## src/inc/cp_pkg.sv

```systemverilog
package cp_pkg;

	// ****************************************
	// Register map
	// ****************************************
	localparam logic [7:0] ADDR_PRIM  = 8'h00;
	localparam logic [7:0] ADDR_STAT  = 8'h04;
	localparam logic [7:0] ADDR_RIDX  = 8'h08;
	localparam logic [7:0] ADDR_RDATA = 8'h0c;
	localparam int COND_BIT  = 16;
	localparam int STAT_BUSY = 0;
	localparam int STAT_DONE = 1;
	localparam int STAT_VIOL = 2;
	localparam logic [31:0] RESET_WORD = 32'h0000_0000;

	// ****************************************
	// Primitive word fields and type codes
	// ****************************************
	localparam int CA_BIT  = 15;
	localparam int DIR_BIT = 13;
	localparam logic [4:0] TYPE_TOS    = 5'h0e;
	localparam logic [4:0] TYPE_SINGLE = 5'h0c;
	localparam logic [4:0] TYPE_CTRL   = 5'h0d;
	localparam logic [4:0] TYPE_MULTI  = 5'h06;
	localparam logic [7:0] LEN_BYTE    = 8'h01;
	localparam logic [7:0] LEN_WORD    = 8'h02;
	localparam logic [7:0] LEN_LONG    = 8'h04;
	localparam logic [31:0] SP_BYTE_STEP = 32'h0000_0002;

	// ****************************************
	// Interface register selects and registers
	// ****************************************
	localparam logic [1:0] CIR_RESP = 2'h0;
	localparam logic [1:0] CIR_OPER = 2'h1;
	localparam logic [1:0] CIR_RSEL = 2'h2;
	localparam logic [3:0] SP_INDEX = 4'hf;
	localparam logic [4:0] STEP_END = 5'h10;
	localparam int NUM_CTRL = 8;
	// Order: source, dest space, cache ctrl, user sp, vbr, cache addr, master sp, int sp
	localparam logic [11:0] CR_CODE [NUM_CTRL] = '{12'h000, 12'h001, 12'h002, 12'h800,
		12'h801, 12'h802, 12'h803, 12'h804};

	typedef enum logic [3:0] {
		S_IDLE, S_DECODE, S_SEL, S_SCAN, S_RF_RD, S_OPOUT, S_OPIN, S_MEM, S_FINISH, S_RESP
	} state_t;

endpackage

```

## src/inc/rf_if.sv

```systemverilog
`timescale 1ns/10ps
interface rf_if;
	logic        we;
	logic [3:0]  waddr;
	logic [31:0] wdata;
	logic [3:0]  raddr;
	logic [31:0] rdata;
	modport owner (output we, output waddr, output wdata, output raddr, input rdata);
	modport store (input we, input waddr, input wdata, input raddr, output rdata);
endinterface

```

## src/logic/coproc_transfer_primitive_exec.sv

```systemverilog
`timescale 1ns/10ps
module coproc_transfer_primitive_exec (
	input  wire logic        pclk,
	input  wire logic        presetn,
	input  wire logic        psel,
	input  wire logic        penable,
	input  wire logic        pwrite,
	input  wire logic [7:0]  paddr,
	input  wire logic [31:0] pwdata,
	output logic      [31:0] prdata,
	output logic             pready,
	output logic             pslverr,
	output logic             cir_req,
	output logic             cir_wr,
	output logic      [1:0]  cir_sel,
	output logic      [31:0] cir_wdata,
	input  wire logic [31:0] cir_rdata,
	input  wire logic        cir_ack,
	output logic             mem_req,
	output logic             mem_wr,
	output logic      [31:0] mem_addr,
	output logic      [2:0]  mem_len,
	output logic      [31:0] mem_wdata,
	input  wire logic [31:0] mem_rdata,
	input  wire logic        mem_ack,
	output logic             proto_viol
);
	typedef struct packed {
		cp_pkg::state_t   state;
		logic [15:0]      prim;
		logic             cond;
		logic [15:0]      mask;
		logic [4:0]       step;
		logic [3:0]       rsel;
		logic [2:0]       cidx;
		logic [31:0]      op;
		logic [31:0]      sp;
		logic             wait_rf;
		logic [7:0][31:0] creg;
		logic             done;
		logic             viol;
		logic             viol_pulse;
		logic             cir_req;
		logic             cir_wr;
		logic [1:0]       cir_sel;
		logic [31:0]      cir_wdata;
		logic             mem_req;
		logic             mem_wr;
		logic [31:0]      mem_addr;
		logic [2:0]       mem_len;
		logic [31:0]      mem_wdata;
		logic             pready;
		logic             pslverr;
		logic             apb_wait;
		logic [31:0]      prdata;
		logic [4:0]       ridx;
	} core_t;

	core_t st;
	core_t next_st;

	rf_if rf ();

	logic        dec_valid;
	logic [2:0]  dec_idx;
	logic [4:0]  ptype;
	logic        ca;
	logic        dir;
	logic [7:0]  len;
	logic        len_ok;
	logic [31:0] sp_step;
	logic [3:0]  step_reg;
	logic        viol_set;
	logic        done_set;
	logic        clr_done;
	logic        clr_viol;
	logic        apb_err;

	reg_store u_store (
		.pclk    (pclk),
		.presetn (presetn),
		.rf      (rf)
	);

	ctrl_decode u_decode (
		.code  (cir_rdata[15:0]),
		.valid (dec_valid),
		.idx   (dec_idx)
	);

	// ****************************************
	// Primitive field decode
	// ****************************************
	assign ptype   = st.prim[12:8];
	assign ca      = st.prim[cp_pkg::CA_BIT];
	assign dir     = st.prim[cp_pkg::DIR_BIT];
	assign len     = st.prim[7:0];
	assign len_ok  = (len == cp_pkg::LEN_BYTE) || (len == cp_pkg::LEN_WORD) || (len == cp_pkg::LEN_LONG);
	// Byte operands move the stack by two to keep it word aligned
	assign sp_step = (len == cp_pkg::LEN_BYTE) ? cp_pkg::SP_BYTE_STEP : {24'h00_0000, len};
	// Step 0..7 gives data 7..0, step 8..15 gives address 7..0
	assign step_reg = {st.step[3], ~st.step[2:0]};

	// ****************************************
	// Engine and bus slave
	// ****************************************
	always_comb begin
		next_st = st;
		next_st.viol_pulse = 1'h0;
		viol_set = 1'h0;
		done_set = 1'h0;
		clr_done = 1'h0;
		clr_viol = 1'h0;
		apb_err  = 1'h0;
		rf.we    = 1'h0;
		rf.waddr = st.rsel;
		rf.wdata = st.op;
		rf.raddr = (st.state == cp_pkg::S_IDLE) ? st.ridx[3:0] : st.rsel;

		case (st.state)
			cp_pkg::S_IDLE: begin
			end
			cp_pkg::S_DECODE: begin
				next_st.wait_rf = 1'h0;
				// No category gate beyond the come-again check
				if (st.cond && !ca) begin
					viol_set = 1'h1;
				end else if (ptype == cp_pkg::TYPE_TOS) begin
					if (!len_ok) begin
						viol_set = 1'h1;
					end else begin
						next_st.rsel  = cp_pkg::SP_INDEX;
						next_st.state = cp_pkg::S_RF_RD;
					end
				end else if (ptype == cp_pkg::TYPE_SINGLE) begin
					next_st.rsel  = st.prim[3:0];
					next_st.state = dir ? cp_pkg::S_OPIN : cp_pkg::S_RF_RD;
				end else if (ptype == cp_pkg::TYPE_CTRL || ptype == cp_pkg::TYPE_MULTI) begin
					next_st.state = cp_pkg::S_SEL;
				end else begin
					viol_set = 1'h1;
				end
			end
			cp_pkg::S_RF_RD: begin
				// Register store answers one cycle after the address
				if (!st.wait_rf) begin
					next_st.wait_rf = 1'h1;
				end else begin
					next_st.wait_rf = 1'h0;
					if (ptype == cp_pkg::TYPE_TOS && dir) begin
						next_st.sp    = rf.rdata - sp_step;
						rf.we         = 1'h1;
						rf.waddr      = cp_pkg::SP_INDEX;
						rf.wdata      = rf.rdata - sp_step;
						next_st.state = cp_pkg::S_OPIN;
					end else if (ptype == cp_pkg::TYPE_TOS) begin
						next_st.sp    = rf.rdata;
						next_st.state = cp_pkg::S_MEM;
					end else begin
						next_st.op    = rf.rdata;
						next_st.state = cp_pkg::S_OPOUT;
					end
				end
			end
			cp_pkg::S_MEM: begin
				if (mem_ack) begin
					if (dir) begin
						next_st.state = cp_pkg::S_FINISH;
					end else begin
						next_st.op    = mem_rdata;
						rf.we         = 1'h1;
						rf.waddr      = cp_pkg::SP_INDEX;
						rf.wdata      = st.sp + sp_step;
						next_st.state = cp_pkg::S_OPOUT;
					end
				end
			end
			cp_pkg::S_SEL: begin
				if (cir_ack) begin
					if (ptype == cp_pkg::TYPE_CTRL) begin
						if (!dec_valid) begin
							viol_set = 1'h1;
						end else begin
							next_st.cidx = dec_idx;
							if (dir) begin
								next_st.state = cp_pkg::S_OPIN;
							end else begin
								next_st.op    = st.creg[dec_idx];
								next_st.state = cp_pkg::S_OPOUT;
							end
						end
					end else begin
						next_st.mask  = cir_rdata[15:0];
						next_st.step  = 5'h00;
						next_st.state = cp_pkg::S_SCAN;
					end
				end
			end
			cp_pkg::S_SCAN: begin
				// One walk serves both directions
				if (st.step[4]) begin
					next_st.state = cp_pkg::S_FINISH;
				end else if (st.mask[step_reg]) begin
					next_st.rsel  = step_reg;
					next_st.state = dir ? cp_pkg::S_OPIN : cp_pkg::S_RF_RD;
				end else begin
					next_st.step = st.step + 5'h01;
				end
			end
			cp_pkg::S_OPOUT: begin
				if (cir_ack) begin
					if (ptype == cp_pkg::TYPE_MULTI) begin
						next_st.step  = st.step + 5'h01;
						next_st.state = cp_pkg::S_SCAN;
					end else begin
						next_st.state = cp_pkg::S_FINISH;
					end
				end
			end
			cp_pkg::S_OPIN: begin
				if (cir_ack) begin
					next_st.op = cir_rdata;
					if (ptype == cp_pkg::TYPE_TOS) begin
						next_st.state = cp_pkg::S_MEM;
					end else if (ptype == cp_pkg::TYPE_CTRL) begin
						next_st.creg[st.cidx] = cir_rdata;
						next_st.state = cp_pkg::S_FINISH;
					end else begin
						rf.we    = 1'h1;
						rf.wdata = cir_rdata;
						if (ptype == cp_pkg::TYPE_MULTI) begin
							next_st.step  = st.step + 5'h01;
							next_st.state = cp_pkg::S_SCAN;
						end else begin
							next_st.state = cp_pkg::S_FINISH;
						end
					end
				end
			end
			cp_pkg::S_FINISH: begin
				if (ca) begin
					next_st.state = cp_pkg::S_RESP;
				end else begin
					done_set      = 1'h1;
					next_st.state = cp_pkg::S_IDLE;
				end
			end
			cp_pkg::S_RESP: begin
				if (cir_ack) begin
					next_st.prim  = cir_rdata[15:0];
					next_st.state = cp_pkg::S_DECODE;
				end
			end
			default: begin
				next_st.state = cp_pkg::S_IDLE;
			end
		endcase

		if (viol_set) begin
			next_st.state      = cp_pkg::S_IDLE;
			next_st.viol_pulse = 1'h1;
		end

		// Access phase: two wait cycles, then pready; effects at the pready edge
		next_st.pready  = 1'h0;
		next_st.pslverr = 1'h0;
		if (psel && penable) begin
			if (st.pready) begin
				next_st.apb_wait = 1'h0;
				if (pwrite && !st.pslverr) begin
					if (paddr == cp_pkg::ADDR_PRIM) begin
						next_st.prim  = pwdata[15:0];
						next_st.cond  = pwdata[cp_pkg::COND_BIT];
						next_st.state = cp_pkg::S_DECODE;
					end else if (paddr == cp_pkg::ADDR_STAT) begin
						clr_done = pwdata[cp_pkg::STAT_DONE];
						clr_viol = pwdata[cp_pkg::STAT_VIOL];
					end else if (paddr == cp_pkg::ADDR_RIDX) begin
						next_st.ridx = pwdata[4:0];
					end else if (st.ridx[4]) begin
						next_st.creg[st.ridx[2:0]] = pwdata;
					end else begin
						rf.we    = 1'h1;
						rf.waddr = st.ridx[3:0];
						rf.wdata = pwdata;
					end
				end
			end else if (st.apb_wait) begin
				next_st.apb_wait = 1'h0;
				next_st.pready   = 1'h1;
				if (paddr == cp_pkg::ADDR_PRIM) begin
					apb_err        = pwrite && (st.state != cp_pkg::S_IDLE);
					next_st.prdata = {15'h0000, st.cond, st.prim};
				end else if (paddr == cp_pkg::ADDR_STAT) begin
					next_st.prdata = {29'h0000_0000, st.viol, st.done, st.state != cp_pkg::S_IDLE};
				end else if (paddr == cp_pkg::ADDR_RIDX) begin
					next_st.prdata = {27'h000_0000, st.ridx};
				end else if (paddr == cp_pkg::ADDR_RDATA) begin
					apb_err        = st.ridx[4] && st.ridx[3];
					next_st.prdata = st.ridx[4] ? st.creg[st.ridx[2:0]] : rf.rdata;
				end else begin
					apb_err        = 1'h1;
					next_st.prdata = cp_pkg::RESET_WORD;
				end
				next_st.pslverr = apb_err;
			end else if (!(paddr == cp_pkg::ADDR_RDATA && st.state != cp_pkg::S_IDLE)) begin
				// Register window waits while the engine owns the store
				next_st.apb_wait = 1'h1;
			end
		end

		// Hardware set wins over software clear
		next_st.done = (st.done && !clr_done) || done_set;
		next_st.viol = (st.viol && !clr_viol) || viol_set;

		// Port requests follow the next state so they come from flops
		next_st.cir_req   = (next_st.state == cp_pkg::S_SEL) || (next_st.state == cp_pkg::S_OPOUT)
			|| (next_st.state == cp_pkg::S_OPIN) || (next_st.state == cp_pkg::S_RESP);
		next_st.cir_wr    = (next_st.state == cp_pkg::S_OPOUT);
		next_st.cir_sel   = (next_st.state == cp_pkg::S_SEL) ? cp_pkg::CIR_RSEL
			: (next_st.state == cp_pkg::S_RESP) ? cp_pkg::CIR_RESP : cp_pkg::CIR_OPER;
		next_st.cir_wdata = next_st.op;
		next_st.mem_req   = (next_st.state == cp_pkg::S_MEM);
		next_st.mem_wr    = next_st.prim[cp_pkg::DIR_BIT];
		next_st.mem_addr  = next_st.sp;
		next_st.mem_len   = next_st.prim[2:0];
		next_st.mem_wdata = next_st.op;
	end

	always_ff @(posedge pclk or negedge presetn) begin
		if (!presetn) begin
			st <= '0;
		end else begin
			st <= next_st;
		end
	end

	assign prdata     = st.prdata;
	assign pready     = st.pready;
	assign pslverr    = st.pslverr;
	assign cir_req    = st.cir_req;
	assign cir_wr     = st.cir_wr;
	assign cir_sel    = st.cir_sel;
	assign cir_wdata  = st.cir_wdata;
	assign mem_req    = st.mem_req;
	assign mem_wr     = st.mem_wr;
	assign mem_addr   = st.mem_addr;
	assign mem_len    = st.mem_len;
	assign mem_wdata  = st.mem_wdata;
	assign proto_viol = st.viol_pulse;
endmodule

```

## src/logic/reg_store.sv

```systemverilog
`timescale 1ns/10ps
// Data registers 0..7 then address registers 0..7; read data registered
module reg_store (
	input wire logic pclk,
	input wire logic presetn,
	rf_if.store      rf
);
	typedef struct packed {
		logic [15:0][31:0] word;
		logic [31:0]       rdata;
	} store_t;

	store_t st;
	store_t next_st;

	always_comb begin
		next_st = st;
		// Read sees the old word on a same-cycle write
		next_st.rdata = st.word[rf.raddr];
		if (rf.we) begin
			next_st.word[rf.waddr] = rf.wdata;
		end
	end

	always_ff @(posedge pclk or negedge presetn) begin
		if (!presetn) begin
			st <= '0;
		end else begin
			st <= next_st;
		end
	end

	assign rf.rdata = st.rdata;
endmodule

```

## src/logic/ctrl_decode.sv

```systemverilog
`timescale 1ns/10ps
module ctrl_decode (
	input  wire logic [15:0] code,
	output logic             valid,
	output logic [2:0]       idx
);
	logic [cp_pkg::NUM_CTRL-1:0] hit;

	// Leading hex digit is a don't-care
	for (genvar i = 0; i < cp_pkg::NUM_CTRL; i++) begin : g_cmp
		assign hit[i] = (code[11:0] == cp_pkg::CR_CODE[i]);
	end

	always_comb begin
		idx = '0;
		for (int i = 0; i < cp_pkg::NUM_CTRL; i++) begin
			if (hit[i]) begin
				idx = 3'(i);
			end
		end
	end

	assign valid = |hit;
endmodule

```

## config.mk

```make
export PLATFORM = sky130hd
export DESIGN_NAME = coproc_transfer_primitive_exec
export DESIGN_NICKNAME = d
export VERILOG_FILES = /design/src/inc/cp_pkg.sv /design/src/inc/rf_if.sv /design/src/logic/coproc_transfer_primitive_exec.sv /design/src/logic/reg_store.sv /design/src/logic/ctrl_decode.sv
export SDC_FILE = /design/constraint.sdc
export NUM_CORES = 2
export LEC_CHECK = 0
export ABC_AREA = 0
export BUFFER_PORTS_ARGS = -buffer_cell sky130_fd_sc_hd__buf_2
export CAP_MARGIN = 20
export CORE_MARGIN = 4
export CORE_UTILIZATION = 25
export CTS_CLUSTER_DIAMETER = 40
export DETAILED_ROUTE_END_ITERATION = 7
export PLACE_DENSITY = 0.44
export SLEW_MARGIN = 30
export SYNTH_ARGS = -nofsm -noshare
export SYNTH_HDL_FRONTEND = slang
export SYNTH_SLANG_ARGS = --single-unit
```

## constraint.sdc

```tcl
create_clock -name pclk -period 8.8 [get_ports pclk]
set_input_delay 1.76 -clock pclk [delete_from_list [all_inputs] [get_ports pclk]]
set_output_delay 1.76 -clock pclk [all_outputs]
set_load 0.005 [all_outputs]
```

==> impl_metrics.tcl <==
set metrics [dict create \
    avgSynthCellArea_um2 10.6 \
    r2r-end "u_store.st[279]$_DFFE_PN0P_" \
    finalSetupViolations 0 \
    route.detailed.drc 4 \
    post-route-period-util_pct 59.4 \
    cpPeakStageDelay_ns 0.81 \
    max-clock-path-buffers 3 \
    fin_cells 7785 \
    seq_area_frac_synth_pct 46.0 \
    hold_viol 0 \
    syn2layout_area_growth_pct 17.8 \
    crit-reg2reg-launch "st[516]$_DFF_PN0_" \
    rsz0062_at_grt "no" \
    synth_area_leader_cell "dfrtp_1" \
    cts_resized 0 \
    synth-compound-area-share_pct 13.7 \
    r2r_cells 9 \
    final_common_cell "dfrtp_1" \
    synthCells 4932 \
    vias 40800 \
    fillers 21300 \
    ant_nets 0 \
    worstPathCellList "buf_2 -> or4_1 -> nor3_4 -> a211o_2 -> buf_4 -> o21ai_0 -> a221o_1 -> o32ai_2 -> o21ai_0" \
    ff2ff_setup_slack_ns 3.97 \
    pwr_density_cell_nw_per_um2 190 \
    cts_made_buffers 167 \
    synth_area_um2 52300 \
    yosys-top-cells-area "dfrtp_1, mux4_2, mux2i_1" \
    critPathKind "primary input to flop" \
    crit_arrival_ns 5.86 \
    port_buffers 250 \
    clkSinkCount 962 \
    cp_num_buf_inv 2 \
    dp.cells 7463 \
    async_flop_share_pct 100 \
    slowest_stage "o32ai_2" \
    avgRoutedWirePerCell_um 27.5 \
    synthAdderAreaFrac_pct 0.507 \
    startpoint "paddr[5]" \
    dieWidth_um 465 \
    drtIter0Drc 4120 \
    endpoint_kind "flop" \
    hold_buffers 0 \
    crit_fanout 31 \
    p_leak_nw 26.4 \
    antenna_found_initial 24 \
    cts_tree "yes" \
    grt.total_usage_pct 19.3 \
    synth-simple-area-share_pct 11.1 \
    crit_cells 9 \
    layout_common_cells "dfrtp_1, nand2_1, o21ai_0, mux2i_1, mux4_2" \
    rows 167 \
    root_buffer "clkbuf_16" \
    tns_ns 0 \
    cp.required_ns 9.43 \
    fin_area_um2 61600 \
    clock_latency_ns 0.81 \
    grt_pass1_wl_um 306000 \
    maxCapViolCount 0 \
    first_global_vias 40000 \
    irDropWorstVdd_mv 0.158 \
    viasPerCell 5.24 \
    synth_top_cell_area_share_pct 46.0 \
    fin_skew_ns 0.0337 \
    wl_um 214000 \
    synth_edf_count 0 \
    start_util_pct 25.2 \
    fmax_mhz 191 \
    die_h_um 465 \
    final_nets 4978 \
    crit_family "compound AO/OA/AOI/OAI gates" \
    place_hpwl_um 140000 \
    crit_path_end "u_store.st[373]$_DFFE_PN0P_" \
    syn-num-nets 5063 \
    synth_top_family_by_area "multiplexers" \
    synth_ff_type "dfrtp_1" \
    synth-xor-area-share_pct 0.536 \
    grt_overflow 0 \
    layout-drive-gt1-share_pct 25.5 \
    status "complete, but fails checks" \
    drv_slew 0 \
    path_clk_slew_ns 0.05 \
    postCtsSetupBuffers 0 \
    die_area_um2 217000 \
    core_area_um2 207000 \
    place_area_um2 55600 \
    grt_start_max_net_pins 155 \
    crit_top_cell "o21ai_0" \
    layout_min_cycle_time_ns 5.23 \
    yosys_warnings 0 \
    worst_pin_slew_ns 0.958 \
    ys_ff_latch 962 \
    violations "DRC" \
    ios 251 \
    htree_levels 4 \
    place.gp.congestion 0.911 \
    synth.distinct_cells 89 \
    synthMuxAreaShare_pct 22.4 \
    relSlewSlack_pct 34.3 \
    dr.pass1.iters 8 \
    cp-start-kind "primary input" \
    hold_class "flop to flop" \
]
## cells in the mapped netlist (39+ instances only)
cell,number
o31ai_1,144
mux4_2,262
clkbuf_1,371
nand2_1,834
mux2_2,225
and2_1,43
dfrtp_1,962
a21oi_1,82
o21ai_0,570
nor2_1,165
buf_4,137
buf_1,58
a31oi_1,90
a211oi_1,57
mux2i_1,329
nand3_1,39
buf_2,52
## stage by stage
stage | total power, mW | utilization, % | hold slack, ns | setup slack (ns)
floorplan | 4.68 | - | 0.438 | 4.37
finish | 11.7 | 29.7 | 0.468 | 3.57
global placement | 4.93 | 26.7 | 0.454 | 3.00
detailed placement | 4.93 | 26.8 | 0.460 | 2.82
CTS | 11.8 | 29.6 | 0.472 | 3.68
global route | 12.0 | 29.7 | 0.483 | 3.36
## worst register-to-register path, stage by stage, from the launching register on
cell,delay [ns]
dfrtp_1,0.82
nor4bb_4,0.32
buf_4,0.59
o211ai_1,0.51
nor2_4,0.52
buf_4,0.45
a21oi_1,0.29
o21ai_0,0.19
o32a_1,0.76
mux2_2,0.32
## cell families (layout without fill, tap and decap cells)
group / count (synthesis) / after routing
AOI/OAI and AO/OA: 1152 / 1152
xor gates and xnor gates: 32 / 32
adders and majority gates: 20 / 20
buffers and inverters: 642 / 696
DFF: 962 / 962
muxes: 816 / 816
other: 0 / 11
and+or+nand+nor: 1308 / 1308
## metal layers
layer / vias up / routed length [µm] / global-route usage, %
met3: 410 / 14900 / 3.54
li1: 17800 / - / -
met2: 1765 / 99300 / 30.7
met1: 20900 / 88700 / 25.2
met4: 8 / 10900 / 9.29
met5: - / 55 / 0
## how the worst min path moves through the flow
| stage | cells past startpoint | endpoint | from | slack [ns] |
|---|---|---|---|---|
| 2_1_floorplan | 2 | st[147]$_DFF_PN0_ | st[147]$_DFF_PN0_ | 0.44 |
| 3_3_place_gp | 2 | u_store.st[433]$_DFFE_PN0P_ | u_store.st[433]$_DFFE_PN0P_ | 0.45 |
| 3_5_place_dp | 2 | u_store.st[322]$_DFFE_PN0P_ | u_store.st[322]$_DFFE_PN0P_ | 0.46 |
| 4_1_cts | 2 | u_store.st[322]$_DFFE_PN0P_ | u_store.st[322]$_DFFE_PN0P_ | 0.47 |
| 5_1_grt | 2 | u_store.st[435]$_DFFE_PN0P_ | u_store.st[435]$_DFFE_PN0P_ | 0.48 |
| 6_report | 2 | u_store.st[435]$_DFFE_PN0P_ | u_store.st[435]$_DFFE_PN0P_ | 0.47 |
## final cells by class
| class | count | area (µm²) | area share, % |
|---|---|---|---|
| sequential | 962 | 24100 | 39.1 |
| inverter | 22 | 82.6 | 0.134 |
| multi-input combinational | 3328 | 25700 | 41.8 |
| timing repair buffer | 366 | 2280 | 3.70 |
| clock inverter | 97 | 1250 | 2.03 |
| clock buffer | 211 | 4650 | 7.55 |
| antenna | 11 | 27.5 | 0.0447 |
| tap | 2788 | 3490 | 5.67 |
## registers in the layout (all words and copies together), names as in the netlist, 2 cells and up
name,cells
cir_sel,2
len,6
mem_addr,32
mem_len,2
mem_wdata,32
prdata,32
ptype,5
st,299
u_store.rf.rdata,32
u_store.st,512
## power by group
part	total, mW	internal, mW	switching, mW
Sequential	4.47	4.45	0.0289
Clock	6.83	4.31	2.51
Combinational	0.385	0.0827	0.302
Total	11.7	8.84	2.84
No activity file was read; power rests on OpenSTA's default activity.
